--- config.mk ---
export PLATFORM = sky130hd
export DESIGN_NAME = sdwl_loader
export DESIGN_NICKNAME = d
export VERILOG_FILES = /design/src/hw/sdwl_loader.v /design/src/hw/sdwl_sync2.v
export VERILOG_INCLUDE_DIRS = /design/src /design/src/hw
export SDC_FILE = /design/constraint.sdc
export NUM_CORES = 1
export LEC_CHECK = 0
export BUFFER_PORTS_ARGS = -buffer_cell sky130_fd_sc_hd__buf_2
export CORE_AREA = 2 2 63 65
export DETAILED_ROUTE_END_ITERATION = 7
export DIE_AREA = 0 0 65 67
export MAX_ROUTING_LAYER = met4
export PLACE_DENSITY = 0.77
export SLEW_MARGIN = 20
export SYNTH_ARGS = -nofsm -noshare
export SYNTH_HDL_FRONTEND = slang
export SYNTH_SLANG_ARGS = --single-unit
--- constraint.sdc ---
create_clock -name ref_clk_i -period 1.83 [get_ports ref_clk_i]
set_clock_uncertainty 0.1 [all_clocks]
set_input_delay 0.366 -clock ref_clk_i [delete_from_list [all_inputs] [get_ports ref_clk_i]]
set_output_delay 0.366 -clock ref_clk_i [all_outputs]
set_load 0.1 [all_outputs]
--- src/hw/sdwl_defines.vh ---
`ifndef SDWL_DEFINES_VH
`define SDWL_DEFINES_VH

// word layout, msb first
`define SDWL_WORD_BITS 16
`define SDWL_CODE_BITS 12
`define SDWL_MODE_MSB 13
`define SDWL_MODE_LSB 12
`define SDWL_CODE_MSB 11
`define SDWL_CODE_LSB 0
// power modes
`define SDWL_MODE_NORMAL 2'h0
`define SDWL_MODE_PD1 2'h1
`define SDWL_MODE_PD2 2'h2
`define SDWL_MODE_PD3 2'h3
// reset values
`define SDWL_CODE_RESET 12'h000
`define SDWL_MODE_RESET 2'h0
// serial clock limit
`define SDWL_SCLK_MAX_MHZ 30
`define SDWL_REF_MHZ 125
// frame timing: index of the last falling edge in a word
`define SDWL_LAST_BIT 5'h0F

`endif

--- src/hw/sdwl_loader.v ---
`timescale 1ns/1ps
`include "sdwl_defines.vh"
module sdwl_loader (
    input wire ref_clk_i, // 125 MHz core clock
    input wire rst_n_i, // sync reset, active low
    input wire frame_n_i, // frame select pin, active low
    input wire sclk_i, // serial clock pin
    input wire sdata_i, // serial data pin
    output reg [`SDWL_CODE_BITS-1:0] analog_output_o, // converter code
    output reg [1:0] power_mode_o, // 0 normal, 1..3 power-down
    output reg powered_down_o, // high in any power-down mode
    output reg update_o, // one-cycle pulse on accepted word
    output reg abort_o // one-cycle pulse on aborted frame
);
    // states, one-hot
    // one-hot keeps each state test to a single flop
    localparam ST_IDLE = 3'h1;
    localparam ST_SHIFT = 3'h2;
    localparam ST_WAIT = 3'h4;

    // synchronised pins
    wire frame_n_s;
    wire sclk_s;
    wire sdata_s;

    // edge history and frame control
    reg sclk_d;
    reg frame_d;
    reg [2:0] state;
    reg [2:0] next_state;

    // word assembly
    reg [`SDWL_WORD_BITS-1:0] shreg;
    reg [4:0] bit_cnt;

    // decoded events, all one core cycle long, plus the word as the next fall would shift it
    wire sclk_fall;
    wire frame_rise;
    wire frame_fall;
    wire [`SDWL_WORD_BITS-1:0] word_now;
    wire word_done;
    wire frame_abort;

    // the sixteenth detected fall of an open frame closes the word;
    // its result feeds both the state machine and the output latch
    function is_last_fall;
        input [2:0] st;
        input fall;
        input [4:0] cnt;
        begin
            is_last_fall = (st == ST_SHIFT) && fall && (cnt == `SDWL_LAST_BIT);
        end
    endfunction

    // any mode other than normal switches the output stage off
    function is_power_down;
        input [1:0] mode;
        begin
            is_power_down = (mode != `SDWL_MODE_NORMAL);
        end
    endfunction

    // all three pins cross into the core domain
    // frame select resets high, its idle level, so release of reset
    // can never look like the start of a frame
    sdwl_sync2 #(.RESET_VAL(1'b1)) u_frame (
        .ref_clk_i(ref_clk_i),
        .rst_n_i(rst_n_i),
        .async_i(frame_n_i),
        .sync_o(frame_n_s)
    );

    // serial clock may park high or low; only falls in a frame count
    sdwl_sync2 #(.RESET_VAL(1'b0)) u_sclk (
        .ref_clk_i(ref_clk_i),
        .rst_n_i(rst_n_i),
        .async_i(sclk_i),
        .sync_o(sclk_s)
    );

    // data shares the clock's delay, keeping each bit beside its edge
    sdwl_sync2 #(.RESET_VAL(1'b0)) u_sdata (
        .ref_clk_i(ref_clk_i),
        .rst_n_i(rst_n_i),
        .async_i(sdata_i),
        .sync_o(sdata_s)
    );

    // edge history of synchronised pins
    // a false clock rise after reset is harmless: only falls are used
    always @(posedge ref_clk_i) begin
        if (!rst_n_i) begin
            sclk_d <= 1'b0;
            frame_d <= 1'b1;
        end else begin
            sclk_d <= sclk_s;
            frame_d <= frame_n_s;
        end
    end

    // pin path timing, as seen from the core clock:
    // - every pin passes two flops; clock and frame select one more for the edge history
    // - a serial clock fall is acted on two to three core cycles late
    // - data shares that delay, so bit and edge stay aligned
    // - frame select shares it too, so a frame end never overtakes a bit
    // - each serial clock phase must last four core cycles or more
    // - sampling at 125 MHz resolves a few MHz; 30 MHz needs a faster core
    // - the trade: no second clock domain, at the cost of link speed
    // - a pin pulse shorter than one core cycle may be lost entirely
    assign sclk_fall = sclk_d & ~sclk_s & ~frame_n_s;
    assign frame_rise = ~frame_d & frame_n_s;
    assign frame_fall = frame_d & ~frame_n_s;
    assign word_now = {shreg[`SDWL_WORD_BITS-2:0], sdata_s};

    // word end and abort are exclusive: one needs frame low, one high
    assign word_done = is_last_fall(state, sclk_fall, bit_cnt);
    assign frame_abort = (state == ST_SHIFT) & frame_rise;

    // frame sequencing
    // idle: waits for frame select to fall
    // shift: counts falls; frame select rising here is an abort
    // wait: word already taken, later falls ignored until frame ends
    always @* begin
        next_state = state;
        case (state)
            ST_IDLE: begin
                // a frame opens only on a seen fall of frame select
                if (frame_fall) begin
                    next_state = ST_SHIFT;
                end
            end
            ST_SHIFT: begin
                // frame end before the last fall discards the word
                if (frame_n_s) begin
                    next_state = ST_IDLE;
                end else if (word_done) begin
                    next_state = ST_WAIT;
                end
            end
            ST_WAIT: begin
                // extra edges after the 16th are ignored until frame ends
                if (frame_n_s) begin
                    next_state = ST_IDLE;
                end
            end
            default: begin
                next_state = ST_IDLE;
            end
        endcase
    end

    // state register
    always @(posedge ref_clk_i) begin
        if (!rst_n_i) begin
            state <= ST_IDLE;
        end else begin
            state <= next_state;
        end
    end

    // input shift register, msb first; cleared at frame start so a
    // word never carries bits of an aborted one
    always @(posedge ref_clk_i) begin
        if (!rst_n_i) begin
            shreg <= 16'h0000;
        end else if (frame_fall) begin
            shreg <= 16'h0000;
        end else if (state == ST_SHIFT && sclk_fall) begin
            shreg <= word_now;
        end
    end

    // falls seen in this frame; stops at sixteen because the
    // machine leaves the shift state on the last one
    always @(posedge ref_clk_i) begin
        if (!rst_n_i) begin
            bit_cnt <= 5'h00;
        end else if (frame_fall) begin
            bit_cnt <= 5'h00;
        end else if (state == ST_SHIFT && sclk_fall) begin
            bit_cnt <= bit_cnt + 5'h01;
        end
    end

    // output latch: only a full word is ever committed, so an abort
    // or a stray edge can never leave a half-loaded code behind
    // the code still loads in power-down, so waking needs no rewrite
    // reset level is the zero code, held until the first full word
    always @(posedge ref_clk_i) begin
        if (!rst_n_i) begin
            analog_output_o <= `SDWL_CODE_RESET;
            power_mode_o <= `SDWL_MODE_RESET;
            powered_down_o <= 1'b0;
        end else if (word_done) begin
            analog_output_o <= word_now[`SDWL_CODE_MSB:`SDWL_CODE_LSB];
            power_mode_o <= word_now[`SDWL_MODE_MSB:`SDWL_MODE_LSB];
            powered_down_o <= is_power_down(word_now[`SDWL_MODE_MSB:`SDWL_MODE_LSB]);
        end
    end

    // host-side strobes, one core cycle each
    // registered so the top outputs come straight from flops
    always @(posedge ref_clk_i) begin
        if (!rst_n_i) begin
            update_o <= 1'b0;
            abort_o <= 1'b0;
        end else begin
            update_o <= word_done;
            abort_o <= frame_abort;
        end
    end
endmodule

--- src/hw/sdwl_sync2.v ---
`timescale 1ns/1ps
// two-flop synchroniser for pin inputs
module sdwl_sync2 #(
    parameter RESET_VAL = 1'b0
) (
    input wire ref_clk_i, // core clock
    input wire rst_n_i, // sync reset, active low
    input wire async_i, // pin level
    output reg sync_o // synchronised level
);
    reg meta;

    // meta is read only by sync_o
    always @(posedge ref_clk_i) begin
        if (!rst_n_i) begin
            meta <= RESET_VAL;
            sync_o <= RESET_VAL;
        end else begin
            meta <= async_i;
            sync_o <= meta;
        end
    end
endmodule

==> Implementation_results.wiki <==
{| class="wikitable"
! Metric !! Value
|-
| Outcome || finished clean
|-
| Part of the power in combinational logic || between 3 and 4%
|-
| H-tree levels || 2
|-
| Switching component of the power || ~360 uW
|-
| Cell types with the highest counts after synthesis || sky130_fd_sc_hd__dfxtp_1 (46), sky130_fd_sc_hd__o21ai_0 (30), sky130_fd_sc_hd__nand3_1 (29)
|-
| Element type at the critical path end || register
|-
| Element type at the critical path start || register
|-
| Floorplan die height || 67 um
|-
| Post-Route WL || 3.62 mm
|-
| Number of enable-type register cells in the synthesized netlist || 0
|-
| Min-Delay Startpoint || frame_n_i
|-
| CP required || 1960 ps
|-
| Gate count of the mapped netlist || between 150 and 200
|-
| Share of the clock period used by the worst path || about 93%
|-
| Slew Limit Fails || 0
|-
| Hold Vio Cnt, Final || 0
|-
| Number of DRC violations after detailed-routing iteration 0 || 86
|-
| Number of max-capacitance violations reported || 0
|-
| Remaining number of nets flagged by the antenna check after routing || 0
|-
| Via density per instance || around 5.5
|-
| Most used standard cell by instance count after synthesis || sky130_fd_sc_hd__dfxtp_1
|-
| Input/output buffers || 21
|-
| Slack of the worst reg-to-reg path || 130 ps
|-
| Worst VDD drop || between 0.6 and 0.7 mV
|-
| Number of clock buffers inserted by TritonCTS || 5
|-
| Hold WS || 141 ps
|-
| Number of fillers in the final layout || roughly 320
|-
| Setup Total Neg Slack || 0 ps
|-
| Post-synth top area share || ~52%
|-
| Net count after synthesis || between 200 and 250
|-
| Share of power burned in registers || a little under three fifths
|-
| Count of pins on the block boundary || 22
|-
| Starting density of the core || about half
|-
| Slew HR || 67.7%
|-
| Switch share || about a fifth
|-
| Synth Warn # || 0
|-
| Critical register-to-register path endpoint || bit_cnt[3]
|-
| Count of clock tree sinks || 46
|-
| Core region area || about 0.0036 mm2
|-
| Clock tree from TritonCTS || yes
|-
| Delay of the slowest cell on the worst path || around 570 ps
|-
| Kind of path behind the tightest hold check || in -> reg
|-
| Worst path slowest cell || sky130_fd_sc_hd__or4b_4
|-
| Final Worst Setup Slack || 132 ps
|-
| Routed vias || about 1500
|-
| Fraction of the yosys area taken by sequential cells || ~52%
|-
| Finish-stage setup viols || 0
|-
| Final min period || between 1500 and 2000 ps
|-
| Worst-Margin Slew || between 400 and 500 ps
|-
| Unrepaired setup endpoints after global routing || no
|-
| Netlist area before placement || roughly 0.0018 mm2
|-
| Placer Congestion || 0.819
|-
| Number of cells on the worst hold path || 2
|-
| Area enclosed by the die boundary || roughly 0.0044 mm2
|-
| Via count of the first global-routing pass || roughly 1400
|-
| Total power divided by cell area || 829 mW/mm2
|-
| Maximum number of pins on one net before global-route repair || 32
|-
| Int Pwr || about 1.4 mW
|-
| Worst-case setup slack after placement || ~100 ps
|-
| Worst path cell trace || or4b_4 > or4_1 > a21oi_1
|-
| Endpoint arrival time on the critical path || between 1500 and 2000 ps
|-
| All-Layer GR Usage || between 10% and 20%
|-
| Crit-path max FO || 7
|-
| Cts-stage hold buffer count || 0
|-
| Async SR Flop Fraction || 0%
|-
| Critical R2R Launch || state[2]
|-
| Synth cell types || 30
|-
| Total power draw || 1.78 mW
|-
| CTS Buffer Depth || 2
|-
| Setup Crit Path Kind || reg -> reg
|-
| Area added between synthesis and finish || 21.2%
|-
| Library cell used as clock root buffer || sky130_fd_sc_hd__clkbuf_8
|-
| Endpoint of the worst hold-timing path || u_frame.meta
|-
| Insertion delay to the later sink of the worst-skew pair || around 300 ps
|-
| Wirelength per Cell || ~13 um
|-
| First-pass GRT wire length || between 6 and 7 mm
|-
| Drt drc || 0
|-
| Share of the core filled with cells in the final layout || 59.4%
|-
| Yosys top cell by area || sky130_fd_sc_hd__dfxtp_1
|-
| Main flop type after synthesis || sky130_fd_sc_hd__dfxtp_1
|-
| Leading cell types by total area after synthesis || sky130_fd_sc_hd__dfxtp_1 (52%), sky130_fd_sc_hd__o21ai_0 (8.5%), sky130_fd_sc_hd__nand3_1 (8.2%)
|-
| Fraction of final layout cells sized beyond drive strength 1 || roughly 22%
|-
| Max Fclk || about 600 MHz
|-
| Initial antenna violation count || 0
|-
| LEAKAGE || around 0.79 nW
|-
| Post-DP HPWL || 2.47 mm
|-
| Net count of the finished layout || about 230
|-
| Relative contribution of the clock network to total power || between 30% and 40%
|-
| Clock edge transition at the registers on the reported setup and hold paths || roughly 80 ps
|-
| Cell Rows || 22
|-
| Synth Area per Inst || between 8 and 9 um2
|-
| Global-route congestion overflow total || 0
|-
| Number of detailed-routing iterations run before antenna repair || 4
|-
| Number of storage elements in the synthesis netlist || 46
|-
| Ant diodes || 0
|-
| Die X || around 65 um
|-
| R2R depth || 3
|}
[flip-flops by register name (all words and copies together), names as in the netlist]
| signal | flops |
|---|---|
| update_o | 1 |
| u_frame.sync_o | 1 |
| u_sclk.sync_o | 1 |
| power_mode_o | 2 |
| u_sclk.meta | 1 |
| frame_d | 1 |
| u_sdata.meta | 1 |
| analog_output_o | 12 |
| powered_down_o | 1 |
| sclk_d | 1 |
| u_frame.meta | 1 |
| u_sdata.sync_o | 1 |
| state | 3 |
| abort_o | 1 |
| bit_cnt | 5 |
| shreg | 13 |
[final cells by class]
| cell class | count | area, um2 | share of cell area (%) |
|---|---|---|---|
| Multi-Input combinational cell | 130 | 782 | 36.5 |
| Clock buffer | 8 | 110 | 5.14 |
| Sequential cell | 46 | 921 | 43.0 |
| Timing Repair Buffer | 39 | 253 | 11.8 |
| Tap cell | 48 | 60.1 | 2.81 |
| Inverter | 4 | 15.0 | 0.701 |
[per-layer routing]
metal	up-vias	GRT usage, %	wire, um
li1	765	-	-
met1	698	22.9	1740
met2	35	30.9	1630
met3	10	5.07	166
met4	0	10.4	78
met5	-	-	0
[kinds of logic (layout without fill, tap and decap cells)]
group                    after synthesis  after routing  share of synthesized area [%]
AO/OA/AOI/OAI                         69             69                           22.2
AND/OR/NAND/NOR                       59             59                           19.8
flip-flops                            46             46                           52.1
buffers and inverters                 21             51                           4.53
adder cells (fa/ha/maj)                2              2                           1.42
[through the flow]
step,std cells,area (um2)
finish,275,2140
global route,275,2140
CTS,275,2130
detailed placement,267,2020
global placement,267,2020
floorplan,197,1770
[worst max-delay path by stage]
stage / from / end / cells past startpoint
2_1_floorplan: bit_cnt[0] / analog_output_o[11] / 8
3_3_place_gp: state[2] / bit_cnt[3] / 3
3_5_place_dp: state[2] / bit_cnt[3] / 3
4_1_cts: state[2] / bit_cnt[3] / 3
5_1_grt: bit_cnt[0] / analog_output_o[4] / 7
6_report: state[2] / bit_cnt[3] / 3
[layout by cell type (no fill, tap or decap)]
cell	instances
sky130_fd_sc_hd__dfxtp_1	46
sky130_fd_sc_hd__o21ai_0	30
sky130_fd_sc_hd__nand3_1	29
sky130_fd_sc_hd__buf_2	21
sky130_fd_sc_hd__a21oi_1	20
sky130_fd_sc_hd__buf_4	17
sky130_fd_sc_hd__a21boi_0	11
sky130_fd_sc_hd__clkbuf_8	8
sky130_fd_sc_hd__and2_1	5
sky130_fd_sc_hd__inv_1	4
sky130_fd_sc_hd__nand2b_1	4
sky130_fd_sc_hd__a21boi_1	3
sky130_fd_sc_hd__and3b_1	2
sky130_fd_sc_hd__nor2b_1	2
sky130_fd_sc_hd__or3_1	2
sky130_fd_sc_hd__nand3b_1	2
sky130_fd_sc_hd__nor3_1	2
sky130_fd_sc_hd__o31ai_1	2
sky130_fd_sc_hd__or4_1	2
sky130_fd_sc_hd__ha_1	2
sky130_fd_sc_hd__and3_1	1
sky130_fd_sc_hd__nand4_1	1
sky130_fd_sc_hd__nor4b_2	1
sky130_fd_sc_hd__or4b_4	1
sky130_fd_sc_hd__o21ai_1	1
sky130_fd_sc_hd__nand2_1	1
sky130_fd_sc_hd__or2b_1	1
sky130_fd_sc_hd__a211oi_1	1
sky130_fd_sc_hd__a311oi_1	1
sky130_fd_sc_hd__nor4_2	1
sky130_fd_sc_hd__nor3b_1	1
sky130_fd_sc_hd__nor4b_1	1
sky130_fd_sc_hd__buf_12	1
[worst max-delay path, delay by kind of cell, from the launching register on]
family,cells,cell delay [ps]
simple gates,2,1050
flops,1,320
compound gates,1,160
[power groups by stage]
stage / Clock [mW] / Combinational, mW / Sequential (mW)
after floorplan: 0 / 0.0301 / 1.04
after global placement: 0 / 0.0543 / 1.04
after detailed placement: 0 / 0.0553 / 1.04
after CTS: 0.726 / 0.0553 / 1.01
after global routing: 0.750 / 0.0608 / 1.01
final: 0.708 / 0.0553 / 1.01
[what timing repair did]
action | CTS | global route
setup endpoints to repair | 0 | 2
buffers inserted | 0 | 0
resized for setup | 0 | 2
No activity file was read; power rests on OpenSTA's default activity.
